File: config.mk
export PLATFORM = sky130hd
export DESIGN_NAME = ccs_command_unit
export DESIGN_NICKNAME = d
export VERILOG_FILES = /design/src/include/ccs_pkg.sv /design/src/core/ccs_command_unit.sv /design/src/core/ccs_state_store.sv
export SDC_FILE = /design/constraint.sdc
export NUM_CORES = 1
export LEC_CHECK = 0
export BUFFER_PORTS_ARGS = -buffer_cell sky130_fd_sc_hd__buf_4
export CELL_PAD_IN_SITES_DETAIL_PLACEMENT = 1
export CELL_PAD_IN_SITES_GLOBAL_PLACEMENT = 1
export CORE_ASPECT_RATIO = 0.6
export CORE_MARGIN = 2
export CORE_UTILIZATION = 40
export CTS_CLUSTER_SIZE = 8
export DETAILED_ROUTE_END_ITERATION = 12
export GPL_TIMING_DRIVEN = 0
export PLACE_DENSITY_LB_ADDON = 0.1
export SKIP_LAST_GASP = 1
export SLEW_MARGIN = 20
export SYNTH_ARGS = -nofsm -noshare
export SYNTH_HDL_FRONTEND = slang
export SYNTH_SLANG_ARGS = --single-unit
File: constraint.sdc
create_clock -name clock -period 10.4 [get_ports clock]
set_input_delay 1.56 -clock clock [delete_from_list [all_inputs] [get_ports clock]]
set_output_delay 1.56 -clock clock [all_outputs]
set_load 0.05 [all_outputs]
File: src/include/ccs_pkg.sv
// ********************************************************************
// Common command and status unit: shared constants and types
// ********************************************************************
package ccs_pkg;

  // Sizes of the saved state and of the slot store
  localparam int STATE_W    = 64;
  localparam int SLOT_COUNT = 8;
  localparam int SLOT_AW    = 3;
  localparam int PEND_W     = 4;

  // Command codes presented by the command parser
  typedef enum logic [3:0] {
    CMD_NOP          = 4'h0,
    CMD_RECALL       = 4'h1,
    CMD_SAVE         = 4'h2,
    CMD_RESET        = 4'h3,
    CMD_CLEAR_STATUS = 4'h4,
    CMD_SRE_WRITE    = 4'h5,
    CMD_SRE_QUERY    = 4'h6,
    CMD_STB_QUERY    = 4'h7,
    CMD_ESE_WRITE    = 4'h8,
    CMD_PSC_WRITE    = 4'h9,
    CMD_PSC_QUERY    = 4'hA,
    CMD_TRIGGER      = 4'hB,
    CMD_WAIT         = 4'hC,
    CMD_SETUP_WRITE  = 4'hD,
    CMD_OVERLAPPED   = 4'hE,
    CMD_SEQUENTIAL   = 4'hF
  } ccs_cmd_t;

  // Trigger and sync source encodings
  localparam logic [1:0] SRC_IMMEDIATE = 2'h0;
  localparam logic [1:0] SRC_BUS       = 2'h1;
  localparam logic [1:0] SRC_EXTERNAL  = 2'h2;

  // Status summary byte bit positions
  localparam int STB_OPER = 7;
  localparam int STB_MSS  = 6;
  localparam int STB_ESB  = 5;
  localparam int STB_MAV  = 4;
  localparam int STB_QUES = 3;

  // Factory default values of the settings
  localparam logic [15:0] CUR_PROT_DELAY_MS = 16'h0064;
  localparam logic [15:0] TRIG_FREQ_HZ      = 16'h003C;
  localparam logic [8:0]  SYNC_PHASE_DEG    = 9'h000;
  localparam logic [7:0]  MASK_CLEAR        = 8'h00;

  // Settings word that is saved, recalled and, but for transientList, reset
  typedef struct packed {
    logic [12:0] transientList;
    logic        listStepAuto;
    logic [15:0] trigFrequency;
    logic [15:0] curProtDelay;
    logic [8:0]  syncPhase;
    logic        slewMax;
    logic        fixedModes;
    logic [1:0]  syncSource;
    logic [1:0]  trigSource;
    logic        trigOutLine;
    logic        outputOn;
    logic        contInit;
  } ccs_setup_t;

  localparam ccs_setup_t SETUP_DEFAULT = '{
    transientList: 13'h0000,
    listStepAuto:  1'h1,
    trigFrequency: TRIG_FREQ_HZ,
    curProtDelay:  CUR_PROT_DELAY_MS,
    syncPhase:     SYNC_PHASE_DEG,
    slewMax:       1'h1,
    fixedModes:    1'h1,
    syncSource:    SRC_IMMEDIATE,
    trigSource:    SRC_IMMEDIATE,
    trigOutLine:   1'h0,
    outputOn:      1'h0,
    contInit:      1'h0
  };

  // Control states, one-hot
  typedef enum logic [3:0] {
    ST_POWERUP = 4'h1,
    ST_IDLE    = 4'h2,
    ST_RECALL  = 4'h4,
    ST_WAIT    = 4'h8
  } ccs_state_t;

endpackage : ccs_pkg

File: src/core/ccs_command_unit.sv
`timescale 1ns/1ps
module ccs_command_unit
  import ccs_pkg::*;
(
  // Clock and reset
  input  wire logic                clock,
  input  wire logic                rst,
  // Command port from the parser
  input  wire logic                cmdValid,
  input  wire logic [3:0]          cmdCode,
  input  wire logic [7:0]          cmdArg,
  input  wire logic [STATE_W-1:0]  setupData,
  input  wire logic                newCmdArrive,
  output logic                     cmdReady,
  output logic                     respValid,
  output logic [7:0]               respByte,
  // Bus pins, asynchronous
  input  wire logic                devClearPin,
  input  wire logic                groupTrigPin,
  input  wire logic                serialPollPin,
  output logic                     serviceReq,
  output logic                     pollValid,
  output logic [7:0]               pollByte,
  // Status summaries and operation completion
  input  wire logic                operSummary,
  input  wire logic                esbSummary,
  input  wire logic                quesSummary,
  input  wire logic                outQueueNotEmpty,
  input  wire logic                opDone,
  output logic [7:0]               statusByte,
  output logic                     clearStatus,
  output logic [7:0]               eventEnable,
  output logic                     opsPending,
  // Settings and actions towards the source
  output logic                     continuousInitiate,
  output logic                     outputOn,
  output logic                     triggerOutputLine,
  output logic [1:0]               trigSource,
  output logic [1:0]               syncSource,
  output logic [8:0]               syncPhaseAngle,
  output logic [15:0]              currentProtectionDelay,
  output logic [15:0]              trigFrequency,
  output logic                     fixedModes,
  output logic                     slewMax,
  output logic                     listStepAuto,
  output logic [12:0]              transientList,
  output logic                     calibrationOn,
  output logic                     abortTrigger,
  output logic                     busTrigger,
  output logic                     syncBusTrigger
);

  // ******************************************************************
  // State
  // ******************************************************************
  typedef struct packed {
    ccs_state_t        state;
    ccs_setup_t        setup;
    logic [7:0]        sre;
    logic [7:0]        ese;
    logic              calOn;
    logic              rqs;
    logic              mssPrev;
    logic [PEND_W-1:0] pending;
    logic              pendAny;
    logic [7:0]        stb;
    logic              cmdReady;
    logic              respValid;
    logic [7:0]        respByte;
    logic              pollValid;
    logic [7:0]        pollByte;
    logic              abortPulse;
    logic              busTrig;
    logic              syncTrig;
    logic              clrStatus;
    logic [1:0]        dclSync;
    logic [1:0]        getSync;
    logic [1:0]        pollSync;
    logic              dclPrev;
    logic              getPrev;
    logic              pollPrev;
  } ccs_unit_t;

  ccs_unit_t          r_q;
  ccs_unit_t          r_d;
  logic [STATE_W-1:0] slotRData;
  logic [7:0]         nvSre;
  logic [7:0]         nvEse;
  logic               nvPsc;
  logic               accept;
  logic               slotOk;
  logic               dclEdge;
  logic               getEdge;
  logic               pollEdge;
  logic               resetCmd;
  logic               mssNow;
  logic [7:0]         stbNow;

  // Status byte before bit six is filled in
  function automatic logic [7:0] raw_status(input logic oper,
                                            input logic esb,
                                            input logic mav,
                                            input logic ques);
    logic [7:0] b;
    b           = 8'h00;
    b[STB_OPER] = oper;
    b[STB_ESB]  = esb;
    b[STB_MAV]  = mav;
    b[STB_QUES] = ques;
    return b;
  endfunction : raw_status

  // ******************************************************************
  // Decode
  // ******************************************************************
  // Pins pass two flops; only the second flop feeds the edge detects
  assign accept   = cmdValid & r_q.cmdReady;
  assign slotOk   = (cmdArg[7:SLOT_AW] == '0);
  assign dclEdge  = r_q.dclSync[1] & ~r_q.dclPrev;
  assign getEdge  = r_q.getSync[1] & ~r_q.getPrev;
  assign pollEdge = r_q.pollSync[1] & ~r_q.pollPrev;
  assign resetCmd = dclEdge |
                    (accept & (cmdCode == CMD_RESET));

  // Summary of enabled reasons drives bit six
  always_comb begin
    stbNow = raw_status(operSummary, esbSummary,
                        outQueueNotEmpty, quesSummary);
    mssNow = |(stbNow & r_q.sre);
    stbNow[STB_MSS] = mssNow;
  end

  // ******************************************************************
  // Next state
  // ******************************************************************
  always_comb begin
    r_d            = r_q;
    r_d.respValid  = 1'b0;
    r_d.pollValid  = 1'b0;
    r_d.abortPulse = 1'b0;
    r_d.busTrig    = 1'b0;
    r_d.syncTrig   = 1'b0;
    r_d.clrStatus  = 1'b0;
    r_d.dclSync    = {r_q.dclSync[0], devClearPin};
    r_d.getSync    = {r_q.getSync[0], groupTrigPin};
    r_d.pollSync   = {r_q.pollSync[0], serialPollPin};
    r_d.dclPrev    = r_q.dclSync[1];
    r_d.getPrev    = r_q.getSync[1];
    r_d.pollPrev   = r_q.pollSync[1];
    r_d.stb        = stbNow;
    r_d.mssPrev    = mssNow;

    case (r_q.state)
      ST_POWERUP: begin
        // Masks come back from the store only when clearing is off
        r_d.sre   = nvPsc ? MASK_CLEAR : nvSre;
        r_d.ese   = nvPsc ? MASK_CLEAR : nvEse;
        r_d.state = ST_IDLE;
      end
      ST_IDLE: begin
        if (accept) begin
          case (cmdCode)
            CMD_RECALL: begin
              if (slotOk) begin
                r_d.calOn      = 1'b0;
                r_d.abortPulse = 1'b1;
                r_d.state      = ST_RECALL;
              end
            end
            CMD_SRE_WRITE:   r_d.sre = cmdArg;
            CMD_ESE_WRITE:   r_d.ese = cmdArg;
            CMD_SETUP_WRITE: r_d.setup = ccs_setup_t'(setupData);
            CMD_CLEAR_STATUS: r_d.clrStatus = 1'b1;
            CMD_SRE_QUERY: begin
              r_d.respValid = 1'b1;
              r_d.respByte  = r_q.sre;
            end
            CMD_PSC_QUERY: begin
              r_d.respValid = 1'b1;
              r_d.respByte  = {7'h00, nvPsc};
            end
            CMD_STB_QUERY: begin
              // Read only: nothing in the byte is cleared here
              r_d.respValid = 1'b1;
              r_d.respByte  = stbNow;
            end
            CMD_WAIT: begin
              if (r_q.pending != '0) begin
                r_d.state = ST_WAIT;
              end
            end
            CMD_OVERLAPPED: r_d.calOn = setupData[0];
            default: ;
          endcase
        end
      end
      ST_RECALL: begin
        r_d.setup = ccs_setup_t'(slotRData);
        r_d.state = ST_IDLE;
      end
      ST_WAIT: begin
        if (r_q.pending == '0 || newCmdArrive) begin
          r_d.state = ST_IDLE;
        end
      end
      default: r_d.state = ST_IDLE;
    endcase

    // Overlapped work is counted, not waited on, unless a wait is due
    if (accept && cmdCode == CMD_OVERLAPPED && !opDone &&
        r_q.pending != '1) begin
      r_d.pending = r_q.pending + 1'b1;
    end else if (opDone && !(accept && cmdCode == CMD_OVERLAPPED) &&
                 r_q.pending != '0) begin
      r_d.pending = r_q.pending - 1'b1;
    end
    // Registered so the pending flag leaves the block from a flop
    r_d.pendAny = (r_d.pending != '0);

    // Device clear wins over a setup write or a recall load taken in the same cycle
    if (resetCmd) begin
      r_d.setup = SETUP_DEFAULT;
      r_d.setup.transientList = r_q.setup.transientList;
      r_d.clrStatus = 1'b1;
    end

    // Trigger to every bus-sourced subsystem
    if (getEdge || (accept && cmdCode == CMD_TRIGGER)) begin
      r_d.busTrig  = (r_q.setup.trigSource == SRC_BUS);
      r_d.syncTrig = (r_q.setup.syncSource == SRC_BUS);
    end

    // Serial poll answers with the request flag in bit six
    if (pollEdge) begin
      r_d.pollValid         = 1'b1;
      r_d.pollByte          = stbNow;
      r_d.pollByte[STB_MSS] = r_q.rqs;
    end

    // A new reason sets the flag even in the poll's own cycle
    r_d.rqs = ((r_q.rqs & ~pollEdge) |
               (mssNow & ~r_q.mssPrev)) & mssNow;
    r_d.cmdReady = (r_d.state == ST_IDLE);
  end

  // ******************************************************************
  // Registers
  // ******************************************************************
  always_ff @(posedge clock) begin
    if (rst) begin
      r_q          <= '0;
      r_q.state    <= ST_POWERUP;
      r_q.setup    <= SETUP_DEFAULT;
      r_q.clrStatus <= 1'b1;
    end else begin
      r_q <= r_d;
    end
  end

  // Saved slots and nonvolatile masks
  ccs_state_store #(
    .WIDTH (STATE_W),
    .SLOTS (SLOT_COUNT)
  ) u_store (
    .clock     (clock),
    .slotWe    (accept && cmdCode == CMD_SAVE && slotOk),
    .slotWAddr (cmdArg[SLOT_AW-1:0]),
    .slotWData (r_q.setup),
    .slotRAddr (cmdArg[SLOT_AW-1:0]),
    .slotRData (slotRData),
    .sreWe     (accept && cmdCode == CMD_SRE_WRITE),
    .eseWe     (accept && cmdCode == CMD_ESE_WRITE),
    .pscWe     (accept && cmdCode == CMD_PSC_WRITE),
    .maskIn    (cmdArg),
    .pscIn     (cmdArg[0]),
    .nvSre     (nvSre),
    .nvEse     (nvEse),
    .nvPsc     (nvPsc)
  );

  // Outputs, all taken from flops
  assign cmdReady               = r_q.cmdReady;
  assign respValid              = r_q.respValid;
  assign respByte               = r_q.respByte;
  assign serviceReq             = r_q.rqs;
  assign pollValid              = r_q.pollValid;
  assign pollByte               = r_q.pollByte;
  assign statusByte             = r_q.stb;
  assign clearStatus            = r_q.clrStatus;
  assign eventEnable            = r_q.ese;
  assign opsPending             = r_q.pendAny;
  assign continuousInitiate     = r_q.setup.contInit;
  assign outputOn               = r_q.setup.outputOn;
  assign triggerOutputLine      = r_q.setup.trigOutLine;
  assign trigSource             = r_q.setup.trigSource;
  assign syncSource             = r_q.setup.syncSource;
  assign syncPhaseAngle         = r_q.setup.syncPhase;
  assign currentProtectionDelay = r_q.setup.curProtDelay;
  assign trigFrequency          = r_q.setup.trigFrequency;
  assign fixedModes             = r_q.setup.fixedModes;
  assign slewMax                = r_q.setup.slewMax;
  assign listStepAuto           = r_q.setup.listStepAuto;
  assign transientList          = r_q.setup.transientList;
  assign calibrationOn          = r_q.calOn;
  assign abortTrigger           = r_q.abortPulse;
  assign busTrigger             = r_q.busTrig;
  assign syncBusTrigger         = r_q.syncTrig;
endmodule : ccs_command_unit

File: src/core/ccs_state_store.sv
`timescale 1ns/1ps
// ********************************************************************
// Nonvolatile store: eight setting slots and the enable masks
// ********************************************************************
module ccs_state_store
  import ccs_pkg::*;
#(
  parameter int WIDTH = STATE_W,
  parameter int SLOTS = SLOT_COUNT
) (
  // Clock
  input  wire logic                     clock,
  // Slot write and read
  input  wire logic                     slotWe,
  input  wire logic [SLOT_AW-1:0]       slotWAddr,
  input  wire logic [WIDTH-1:0]         slotWData,
  input  wire logic [SLOT_AW-1:0]       slotRAddr,
  output logic      [WIDTH-1:0]         slotRData,
  // Nonvolatile enable masks and clear setting
  input  wire logic                     sreWe,
  input  wire logic                     eseWe,
  input  wire logic                     pscWe,
  input  wire logic [7:0]               maskIn,
  input  wire logic                     pscIn,
  output logic      [7:0]               nvSre,
  output logic      [7:0]               nvEse,
  output logic                          nvPsc
);

  typedef struct packed {
    logic [WIDTH-1:0] rdata;
    logic [7:0]       sre;
    logic [7:0]       ese;
    logic             psc;
  } ccs_nv_t;

  // Contents survive reset on purpose; they model nonvolatile cells
  ccs_nv_t          q = '{rdata: '0, sre: 8'h00, ese: 8'h00, psc: 1'h1};
  ccs_nv_t          d;
  logic [WIDTH-1:0] slotMem [SLOTS] = '{default: '0};

  // Next value of the mask copies and the read port
  always_comb begin
    d       = q;
    d.rdata = slotMem[slotRAddr];
    if (sreWe) begin
      d.sre = maskIn;
    end
    if (eseWe) begin
      d.ese = maskIn;
    end
    if (pscWe) begin
      d.psc = pscIn;
    end
  end

  // Registered read keeps the array a plain synchronous RAM
  always_ff @(posedge clock) begin
    q <= d;
    if (slotWe) begin
      slotMem[slotWAddr] <= slotWData;
    end
  end

  assign slotRData = q.rdata;
  assign nvSre     = q.sre;
  assign nvEse     = q.ese;
  assign nvPsc     = q.psc;

endmodule : ccs_state_store

---- After elaboration in Yosys (flattened, before gate mapping) ----
Memories as Yosys holds them, arrays and structs flattened. A register that Yosys moved wholly into a read port is not among the register bits.
Cells that the tools add are included.
storage, ports and cells
  output and inout port bits .............. 106
  memories ................................ 1
  register bits ........................... 146
  latch bits .............................. 0
  memory bits (writable) .................. 512
  bits in read-only memories .............. 0
cells by class
  add/subtract/negate cells ............... 2
  divide/modulo/power cells ............... 0
  multipliers ............................. 0
  bitwise operators ....................... 21
  equal/unequal tests ..................... 27
  muxes and demuxes ....................... 25
  $lt $le $gt $ge ......................... 0
  reduce and logical (&&, ||, !) cells .... 34
  shifts and indexed selects .............. 0
memories
  memory           words  bits a word  read ports  clocked after Yosys merged registers in  wr ports  line                   text
  u_store.slotMem  8      64           1           1                                        1         ccs_state_store.sv:40  logic [WIDTH-1:0] slotMem [SLOTS] = '{default: '0};
operators with widths
  operator                                       count
  case mux 64 bit (2 select lines)               1
  two-way mux 85 bit                             1
  two-way mux 64 bit                             1
  == test 4 bit, second input constant           8
  two-way mux 8 bit                              4
  case mux 16 bit (2 select lines)               1
  case mux 9 bit (3 select lines)                1
  == test 4 x 3 -> 1 bit, second input constant  5
  two-way mux 4 bit                              5
  == test 4 x 2 -> 1 bit, second input constant  4
  case mux 4 bit (2 select lines)                2
  AND reduction 3 bit                            4
  logical AND 1 bit                              11
  NOT 1 bit                                      10
  two-way mux 9 bit                              1
  bitwise AND 1 bit                              8
  bitwise AND 8 bit                              1
  == test 4 x 1 -> 1 bit, second input constant  2
  != test 2 bit, second input constant           4
  AND reduction 4 bit                            2
  nonzero test 4 bit                             2
  OR reduction 8 bit                             1
  two-way mux 1 bit                              7
  nonzero test 2 bit                             3
  15 further kinds                               20

---- Longest topological paths before layout ----
Gate-level depths: netlist of the first run.
  depth after elaboration ................. 8
  gate-level depth with buffers ........... 8
  gate-level depth less buffers ........... 7

---- By module ----
A second synthesis of the first run with hierarchy kept.
second synthesis, totals
  cells, all modules ...................... 1594
  area, all modules ....................... 27326.2 sq um
modules (own cells, without submodules)
  module            area each (sq um)  seq. area each (sq um)  times used  cells each
  ccs_state_store   21057.7            17166.5                 1           833
  ccs_command_unit  6268.5             2502.4                  1           761

---- Worst setup path before layout of the first run ----
Ideal clock, no wire load.
  path kind ............................... in2reg
  start ................................... input cmdArg[0]
  end ..................................... memory u_store.slotMem[0][0] (netlist name), enable pin
  setup time .............................. 644 ps
  slack ................................... 1238 ps
  arrival time ............................ 8518 ps
  buffers on the path ..................... 4
  cell stages on the path ................. 5
  data required time ...................... 9756 ps
  path through ............................ buf_2 -> buf_2 -> buf_1 -> clkbuf_1 -> nor4_1
RTL lines
  item         line                    text
  from (decl)  ccs_command_unit.sv:11  input wire logic [7:0] cmdArg,
  to (decl)    ccs_state_store.sv:40
No word-level cell before the write port.

---- Worst setup path in the final report of the first run ----
  start ................................... input cmdArg[1]
  end ..................................... memory u_store.slotMem[6][16] (netlist name), enable pin
No word-level cell before the write port.

==> run summary, run 1 <==
Die Wd - 340.9 um
Slew Limit Headroom - 25.83%
Iter 0 DRT Violations - 1648
Nets - 2324
Placed cell areas - 0.03060 mm^2
Worst IR Drop VDD - 0.1015 mV
CP peak stage delay - 0.66 ns
Final hold violations - 0
Die Y - 206.1 um
CTS root buf - clkbuf_16
Initial Util - 40.25%
First-pass GRT wire length - 124000 um
Worst EP required - 10.75 ns
First-pass DRT Iterations - 5
Bufs on Longest Clock Path - 3
CP startpoint kind - input pin
Grt total ovfl - 0
Yosys warns - 0
DRC viols - 0
Worst Path Max Fanout - 10
Power Total - 6.427 mW
Max-cap viol count - 0
Fraction of layout cells with a size suffix above 1 - 25.16%
Area growth syn-to-layout - 22.92%
CP most frequent cell - buf_4
Initial antenna violation count - 1
Fmax - 195.3 MHz
Asr flop ratio synth - 0%
WS Path Type - input pin to flop
Post-synth EDFFs - 529
Share of the synthesized area in the top cell type - 58.32%
Cell taking the most area after synthesis - edfxtp_1
Skew final - 0.02665 ns
TritonCTS clock tree - built
Fin cells - 3229
Most frequent cells in the layout - 529 x edfxtp_1, 316 x buf_4, 189 x dfxtp_1
Vias/cell - 5.540
Largest net degree at the start of global routing - 19
Largest cells by area after synthesis - edfxtp_1 58%, dfxtp_1 14%, buf_4 2.6%, mux2i_1 2.4%, mux2_2 2.3%
Status - complete, no violations
Min Tclk post-route - 5.120 ns
Seq cells post-synth - 718
Final instance area - 0.03348 mm^2
Post-Route Utilization - 49.47%
Leakage dissipation - 12.11 nW
Worst Hold Class - flop to flop
CP Cell Sequence - buf_4, buf_2, buf_2, buf_1, buf_1, nor3b_2, buf_4, buf_4, buf_6, buf_4, buf_4
Critical Path Slowest Stage Cell - nor3b_2
IO Port Bufs - 186
Setup Buffers After CTS - 0
Total Wirelength - 86250 um
RSZ-0062 raised after global routing - no
Register Area - 0.01967 mm^2
Via count - 17890
Cell total after placement - 3045
Clk_lat worst skew - 0.66 ns
Syn_area_per_cell - 14.54 um^2
DR WL/cell - 26.71 um
Hpwl dp - 58830 um
Multi-input gate area - 0.006404 mm^2
Final-report max-slew violation count - 0
Primary FF master, synth - edfxtp_1
CP arrival - 5.47 ns
Number of global-route vias before repair - 18040
Synthesized cell area - 0.02724 mm^2
Hold buffers post-CTS - 0
RD Place Congestion - 0.7964
I/O Pins - 194
Diodes inserted - 0
Unique masters post-synth - 61
Sequential share of the synthesized area - 72.21%
Setup total negative slack - 0 ns
Core area - 0.06768 mm^2
Clock sink count - 718
Num CTS Buffers - 99
Antenna Nets Post-Route - 0
Worst-Margin Slew - 1.113 ns
Clock transition at the registers of the reported paths - 0.05 ns
Final setup vio count - 0
Most common cell after layout, fill and taps aside - edfxtp_1
Die area - 0.07027 mm^2
Tcrit/Tclk final - 49.23%
Global-route usage over all layers - 24.36%
Row cnt - 74
Pwr per Cell Area - 192.0 mW/mm^2
# fillers - 6728
Critical path capture point type - flop
PostCTS Resize Cnt - 0
H-tree levels - 3
Post-synthesis cell count - 1873
## final timing paths
kind / start / end / slack, ns / cells after the start
setup / recovery: cmdArg[1] / u_store.slotMem[6][16]$_DFFE_PP_ / 5.28 / 11
hold / removal: r_q[0]$_SDFF_PP0_ / pollValid$_SDFF_PP0_ / 0.43 / 1
setup reg to reg: cmdReady$_SDFF_PP0_ / u_store.slotMem[6][16]$_DFFE_PP_ / 6.60 / 10
hold reg to reg: r_q[0]$_SDFF_PP0_ / pollValid$_SDFF_PP0_ / 0.43 / 1
## cells in the mapped netlist (12+ instances only)
| cell type | count |
|---|---|
| mux4_2 | 17 |
| buf_2 | 33 |
| o21ai_0 | 42 |
| nor3_1 | 12 |
| nor2b_1 | 24 |
| mux2_2 | 56 |
| a21oi_1 | 66 |
| edfxtp_1 | 529 |
| mux2i_1 | 66 |
| a211oi_1 | 24 |
| dfxtp_1 | 189 |
| nor2_1 | 165 |
| clkbuf_1 | 69 |
| buf_4 | 93 |
| a22oi_1 | 66 |
| a22o_1 | 29 |
| a222oi_1 | 23 |
| nand2_1 | 95 |
| nand3_1 | 89 |
| a311oi_1 | 55 |
| and3_1 | 13 |
| buf_1 | 19 |
## metrics by stage
| stage | hold slack [ns] | worst slack (ns) |
|---|---|---|
| 3_5_place_dp | 0.4136 | 4.616 |
| 6_report | 0.4280 | 5.280 |
| 2_1_floorplan | 0.3924 | 1.238 |
| 4_1_cts | 0.4207 | 5.348 |
| 5_1_grt | 0.4392 | 5.187 |
| 3_3_place_gp | 0.3996 | -6.746 |
## registers in the layout, summed over array words and instances (netlist names), 6 cells and up
name,count
currentProtectionDelay,16
u_store.nvEse,8
transientList,13
eventEnable,8
u_store.nvSre,8
r_q,19
trigFrequency,16
respByte,8
u_store.slotMem,512
u_store.slotRData,64
r_d,6
syncPhaseAngle,9
## final cells by class
cell class,count,area share [%]
plain buffers,216,3.613
clock buffers,179,8.453
clock inverters,5,0.1644
inverters,8,0.08968
multi-input cells,936,19.12
flip-flops and latches,718,58.74
well taps,912,3.408
repair buffers,255,6.405
## layer usage
layer / vias up / track usage, % / part of all wire (%)
li1: 7829 / - / -
met5: - / 0 / 0
met2: 640 / 36.32 / 44
met4: 0 / 6.278 / 1.9
met3: 101 / 4.038 / 6.5
met1: 9319 / 36.86 / 48
## worst max-delay path: cells and delay by family
family                 cells  cell delay, ns
buffers and inverters     10            3.22
and+or+nand+nor            1            0.66
## cell families (layout without fill, tap and decap cells)
group                      after synthesis  after routing  share of synthesized area [%]
adders and majority gates                2              2                        0.09185
AOI/OAI and AO/OA                      346            346                          9.380
DFF                                    718            718                          72.21
and+or+nand+nor                        443            443                          7.611
other                                    1              6                        0.01377
buffers and inverters                  224            663                          4.552
muxes                                  139            139                          6.146
## report_power, final
part	leakage [nW]	switching [mW]	internal, mW
combinational	4.08	0.208	0.104
clock	1.37	1.21	1.82
sequential	6.66	0.0183	3.07
total	12.1	1.44	4.99
Note: power is estimated with default switching activity, not from simulation.
==> inputs of run 2 (changes only) <==
--- a/config.mk
+++ b/config.mk
@@ -5,6 +5,7 @@
 export SDC_FILE = /design/constraint.sdc
 export NUM_CORES = 1
 export LEC_CHECK = 0
+export ABC_AREA = 1
 export BUFFER_PORTS_ARGS = -buffer_cell sky130_fd_sc_hd__buf_4
 export CELL_PAD_IN_SITES_DETAIL_PLACEMENT = 1
 export CELL_PAD_IN_SITES_GLOBAL_PLACEMENT = 1
==> constraint.sdc (replaced) <==
create_clock -name clock -period 4.6 [get_ports clock]
set_input_delay 0.69 -clock clock [delete_from_list [all_inputs] [get_ports clock]]
set_output_delay 0.69 -clock clock [all_outputs]
set_load 0.05 [all_outputs]
==> run 2 against run 1 <==
Synthesized cell count grew 16%. Sequential power increased by 130%. Design area fell by 1.4%. Count of clock-buffer cells in the layout unchanged. Synthesized area fell by 1.8%. Power grew 130%. Sequential share of layout area increased by 0.83 points. Routed wire length down 1.8%. Cell count grew 7.4%. Critical path depth is 3 lower. Global-route usage up 0.37 points. Worst setup slack got worse by 4.7 ns. Critical endpoint is now u_store.slotMem[1][5]$_DFFE_PP_. Highest routed layer unchanged.
==> run summary, run 2 <==
Unique masters post-synth - 42
Asr flop ratio synth - 0%
Min Tclk post-route - 4.043 ns
Vias/cell - 5.309
Worst-Margin Slew - 1.234 ns
Multi-input gate area - 0.005813 mm^2
Seq cells post-synth - 718
CP arrival - 4.38 ns
Final instance area - 0.03302 mm^2
Die area - 0.06903 mm^2
Power Total - 14.73 mW
Cell taking the most area after synthesis - edfxtp_1
Worst EP required - 4.93 ns
Fin cells - 3469
Nets - 2578
Primary FF master, synth - edfxtp_1
Largest register FFs - 512
Row cnt - 73
Most frequent cell after synthesis - edfxtp_1
Final-report max-slew violation count - 0
Hold buffers post-CTS - 0
First-pass GRT wire length - 123100 um
RD Place Congestion - 0.8557
CTS root buf - clkbuf_16
Setup Buffers After CTS - 0
RSZ-0062 raised after global routing - no
Most common cell after layout, fill and taps aside - edfxtp_1
Grt total ovfl - 0
Worst hold slack - 0.2671 ns
Worst IR Drop VDD - 0.2316 mV
Pwr per Cell Area - 446.3 mW/mm^2
Bufs on Longest Clock Path - 3
Area growth syn-to-layout - 23.42%
Die Y - 204.3 um
Syn_area_per_cell - 12.36 um^2
Die Wd - 337.9 um
Fin worst setup slack - 0.5574 ns
WS Path Type - flop to flop
IO Port Bufs - 187
Critical path capture point type - flop
Sequential share of the synthesized area - 73.53%
Antenna Nets Post-Route - 0
Global-route usage over all layers - 24.72%
Biggest register - u_store.slotMem
H-tree levels - 3
Worst Path Max Fanout - 14
Core area - 0.06622 mm^2
Register Area - 0.01967 mm^2
Post-synthesis cell count - 2164
DRC viols - 0
Largest cells by area after synthesis - edfxtp_1 59%, dfxtp_1 14%, nand2_1 7.3%, nor2_1 2.8%, buf_4 2.6%
TritonCTS clock tree - built
Clk_lat worst skew - 0.64 ns
PostCTS Resize Cnt - 0
Share of the synthesized area in the top cell type - 59.38%
Num CTS Buffers - 99
Slew Limit Headroom - 17.73%
Clock transition at the registers of the reported paths - 0.06 ns
Initial antenna violation count - 2
# fillers - 6822
Synthesized cell area - 0.02675 mm^2
Hpwl dp - 56960 um
Fraction of layout cells with a size suffix above 1 - 18.41%
First-pass DRT Iterations - 7
Yosys warns - 0
DR WL/cell - 24.42 um
Initial Util - 40.40%
Iter 0 DRT Violations - 1634
Status - complete, no violations
Largest net degree at the start of global routing - 21
Via count - 18420
Total Wirelength - 84710 um
Most frequent cells in the layout - 529 x edfxtp_1, 519 x nand2_1, 280 x buf_4
Number of global-route vias before repair - 18730
Skew final - 0.02066 ns
Pre-CTS setup slack - 0.1198 ns
Leakage dissipation - 12.74 nW
Final setup vio count - 0
Worst Hold Class - input pin to flop
Clock sink count - 718
Diodes inserted - 0
Tcrit/Tclk final - 87.88%
Max-cap viol count - 0
Post-synth EDFFs - 529
Cell total after placement - 3287
Fmax - 247.4 MHz
I/O Pins - 194
Synth top cells by count - 529 x edfxtp_1, 519 x nand2_1, 199 x nor2_1
CP startpoint kind - flop
Final hold violations - 0
Placed cell areas - 0.03018 mm^2
run 2: cell types whose count changed after synthesis, moves of 18 or more:
cell      previous run  this run
a211oi_1            24         1
a21oi_1             66        32
a222oi_1            23         0
a311oi_1            55         0
buf_2               33        14
inv_1                7        55
mux2_2              56         0
mux2i_1             66         0
nand2_1             95       519
nand3b_1             0        18
nand4_1              5        60
nor2_1             165       199
nor2b_1             24         0
o21ai_0             42        85
run 2: path summary, 6_finish.rpt:
path	start	to	slack, ns	depth (start not counted)
worst min-delay path	cmdArg[6]	u_store.nvEse[6]$_DFFE_PP_	0.27	1
worst max-delay path	cmdReady$_SDFF_PP0_	u_store.slotMem[1][5]$_DFFE_PP_	0.56	8
worst max register to register	cmdReady$_SDFF_PP0_	u_store.slotMem[1][5]$_DFFE_PP_	0.56	8
worst min register to register	r_d[6]$_SDFF_PP0_	r_d[1]$_SDFF_PP0_	0.40	2
run 2: cells by family (layout without fill, tap and decap cells):
kind of cell | Yosys count | after routing | share of synthesized area (%)
AOI/OAI and AO/OA | 289 | 289 | 7.156
xor gates and xnor gates | 1 | 1 | 0.03275
adders and majority gates | 2 | 2 | 0.09353
buffers and inverters | 256 | 656 | 5.037
DFF | 718 | 718 | 73.53
other | 1 | 6 | 0.01402
and+or+nand+nor | 897 | 897 | 14.14
run 2: power by group:
| group | leakage [nW] | switching, mW | internal [mW] |
|---|---|---|---|
| logic | 4.75 | 0.598 | 0.284 |
| registers | 6.64 | 0.0934 | 7.01 |
| clock network | 1.35 | 2.67 | 4.08 |
| total | 12.7 | 3.36 | 11.4 |
run 2: final cells by class:
type                    count  area share [%]
clock buffers             179           8.542
clock inverters             3         0.06442
flip-flops and latches    718           59.57
plain buffers             186           3.278
multi-input cells        1195           17.61
well taps                 900           3.411
inverters                  70          0.8034
repair buffers            218           6.723
run 2: stage by stage:
stage	TNS, ns	utilization, %
floorplan	-119.13	-
global placement	-2125.55	44.25
detailed placement	0	45.57
CTS	0	49.86
global route	0	49.86
finish	0	49.86
run 2: per-layer routing:
metal	routed length, um	share of wire (%)	vias up	GRT usage [%]
li1	-	-	8256	-
met2	37610	44	589	37.42
met5	0	0	-	0
met1	39690	47	9458	36.50
met3	6080	7.2	114	5.199
met4	1330	1.6	0	5.540
run 2: worst max-delay path, cell delays in order (launching register included):
cell	delay (ns)
dfxtp_1	0.34
nand2_2	0.12
inv_2	0.22
buf_2	0.44
buf_2	0.43
nand4_1	0.82
nor2_4	0.91
buf_16	0.24
buf_16	0.16
==> inputs of run 3 (changes only) <==
--- a/config.mk
+++ b/config.mk
@@ -14,10 +14,10 @@
 export CORE_UTILIZATION = 40
 export CTS_CLUSTER_SIZE = 8
 export DETAILED_ROUTE_END_ITERATION = 12
-export GPL_TIMING_DRIVEN = 0
 export PLACE_DENSITY_LB_ADDON = 0.1
 export SKIP_LAST_GASP = 1
 export SLEW_MARGIN = 20
 export SYNTH_ARGS = -nofsm -noshare
 export SYNTH_HDL_FRONTEND = slang
+export SYNTH_HIERARCHICAL = 1
 export SYNTH_SLANG_ARGS = --single-unit
==> constraint.sdc (replaced) <==
create_clock -name clock -period 4.8 [get_ports clock]
set_input_delay 0.72 -clock clock [delete_from_list [all_inputs] [get_ports clock]]
set_output_delay 0.72 -clock clock [all_outputs]
set_load 0.05 [all_outputs]
==> run 3 against run 2 <==
Power is 3.6% lower. Global-route usage is 2.2 points lower. Cell count is 28% higher. Critical endpoint is now u_store/slotMem[5][31]$_DFFE_PP_.
==> run summary, run 3 <==
Worst Path Max Fanout - 46
Biggest register - u_store/slotMem
Syn_area_per_cell - 9.417 um^2
Bufs on Longest Clock Path - 3
Crit Reg-Reg Endpoint - u_store/slotMem[5][31]$_DFFE_PP_
Initial antenna violation count - 2
Worst Setup EP - u_store/slotMem[5][31]$_DFFE_PP_
DR WL/cell - 19.95 um
P_sw - 3.266 mW
Synth top cells by count - 1030 x nand2_1, 562 x inv_1, 529 x edfxtp_1
Clock sink count - 718
Hpwl dp - 51100 um
PostCTS Resize Cnt - 0
Placed cell areas - 0.03224 mm^2
Number of global-route vias before repair - 22920
Pwr per Cell Area - 404.3 mW/mm^2
Asr flop ratio synth - 0%
DRC viols - 0
Iter 0 DRT Violations - 1475
Largest net degree at the start of global routing - 177
Core area - 0.07573 mm^2
Worst hold slack - 0.2841 ns
CTS root buf - clkbuf_16
Unique masters post-synth - 38
Die area - 0.07898 mm^2
Global-route usage over all layers - 22.50%
Leakage dissipation - 15.59 nW
Worst IR Drop VDD - 0.2444 mV
Worst Hold Class - input pin to flop
Largest cells by area after synthesis - edfxtp_1 52%, nand2_1 13%, dfxtp_1 12%, inv_1 6.9%, nand3_1 5.5%
Register Area - 0.01967 mm^2
Worst-Margin Slew - 1.017 ns
First-pass DRT Iterations - 5
Seq cells post-synth - 718
Largest register FFs - 512
Comb power frac - 6.3%
Setup Buffers After CTS - 0
Nets - 3433
Fmax - 326.5 MHz
CP startpoint - cmdReady$_SDFF_PP0_
Fraction of layout cells with a size suffix above 1 - 10.69%
Diodes inserted - 0
Most frequent cell after synthesis - nand2_1
Yosys warns - 6
Die Y - 218.5 um
Synthesized cell area - 0.03067 mm^2
IO Port Bufs - 187
Die Wd - 361.5 um
Sequential share of the synthesized area - 64.13%
I/O Pins - 194
CP startpoint kind - flop
Clk_lat worst skew - 0.64 ns
Vias/cell - 4.938
Post-synth EDFFs - 529
Multi-input gate area - 0.007403 mm^2
TritonCTS clock tree - built
# fillers - 8595
Sw frac - 23.00%
WS Path Type - flop to flop
Setup total negative slack - 0 ns
Clock transition at the registers of the reported paths - 0.06 ns
R2R Path Start - cmdReady$_SDFF_PP0_
Grt total ovfl - 0
Internal power - 10.93 mW
Most frequent cells in the layout - 1030 x nand2_1, 561 x inv_1, 529 x edfxtp_1
Slew Limit Headroom - 32.22%
Total Wirelength - 88250 um
Max-cap viol count - 0
Worst r2r path cells - 7
Tcrit/Tclk final - 63.80%
Num CTS Buffers - 99
Primary FF master, synth - edfxtp_1
Min Tclk post-route - 3.062 ns
RD Place Congestion - 0.8307
Flop-to-flop setup slack - 1.74 ns
Status - complete, no violations
Final setup vio count - 0
Sequential power share - 47.6%
First-pass GRT wire length - 135900 um
Area growth syn-to-layout - 14.51%
Portion of total power attributed to the clock network - 46.1%
Most common cell after layout, fill and taps aside - nand2_1
Final-report max-slew violation count - 0
Final hold violations - 0
Cell taking the most area after synthesis - edfxtp_1
Post-synthesis cell count - 3257
Initial Util - 40.50%
Hold buffers post-CTS - 0
Antenna Nets Post-Route - 0
Final instance area - 0.03512 mm^2
Worst EP required - 5.05 ns
CP arrival - 3.32 ns
Skew final - 0.01377 ns
Via count - 21850
H-tree levels - 3
Share of the synthesized area in the top cell type - 51.79%
Row cnt - 78
Critical path capture point type - flop
RSZ-0062 raised after global routing - no
## run 3: power by group through the flow
stage	Clock, mW	Combinational [mW]	Sequential, mW
2_1_floorplan	0	0.602	6.88
3_3_place_gp	0	0.867	6.88
3_5_place_dp	0	0.891	6.88
4_1_cts	6.71	0.897	6.76
5_1_grt	6.98	0.987	6.77
6_report	6.55	0.889	6.76
## run 3: worst max-delay path, cell delays in order, from the launching register on
cell and delay [ns]:
dfxtp_1 0.35, nand2_2 0.12, inv_2 0.09, nand2_2 0.07, nor4_1 0.63, nand2_1 0.42
nor2_4 0.21, buf_4 0.72
## run 3: layout make-up
cell class | instances | share of cell area (%)
clock inverter | 1 | 0.02494
tap | 1000 | 3.562
inverter | 577 | 6.191
sequential | 718 | 56.00
timing repair buffer | 220 | 4.970
clock buffer | 181 | 8.172
multi-input combinational | 1727 | 21.08
## run 3: cell families after synthesis
logic type	after synthesis	synth area share [%]
xor+xnor	1	0.02856
other cells	1	0.01223
buf+inv	817	12.05
flops	718	64.13
compound gates	160	2.892
fa+ha+maj	2	0.08158
simple gates	1558	20.81
## run 3: worst min path at each step
| stage | startpoint | endpoint | slack [ns] | cells past startpoint |
|---|---|---|---|---|
| floorplan | r_d[4]$_SDFF_PP0_ | r_d[0]$_SDFF_PP0_ | 0.39 | 2 |
| global placement | r_d[4]$_SDFF_PP0_ | r_d[0]$_SDFF_PP0_ | 0.39 | 2 |
| detailed placement | r_d[6]$_SDFF_PP0_ | r_d[1]$_SDFF_PP0_ | 0.40 | 2 |
| CTS | cmdArg[5] | u_store/nvSre[5]$_DFFE_PP_ | 0.24 | 1 |
| global route | cmdArg[5] | u_store/nvEse[5]$_DFFE_PP_ | 0.25 | 1 |
| finish | cmdArg[5] | u_store/nvEse[5]$_DFFE_PP_ | 0.28 | 1 |
## run 3: per-layer routing
layer  vias to the layer above  GRT usage [%]  share of wire [%]
met1                     10900          32.79                 50
met4                         0          5.486                1.7
met2                       454          35.12                 44
met5                         -              0                  0
li1                      10380              -                  -
met3                       109          3.590                4.5
## run 3: through the flow
step	power [mW]	setup WS (ns)	instances	utilization [%]
2_1_floorplan	7.481	0.1332	3262	-
4_1_cts	14.37	1.713	4424	46.37
6_report	14.20	1.738	4424	46.38
3_5_place_dp	7.774	1.182	4242	42.57
3_3_place_gp	7.746	1.193	4242	42.57
5_1_grt	14.74	1.560	4424	46.38
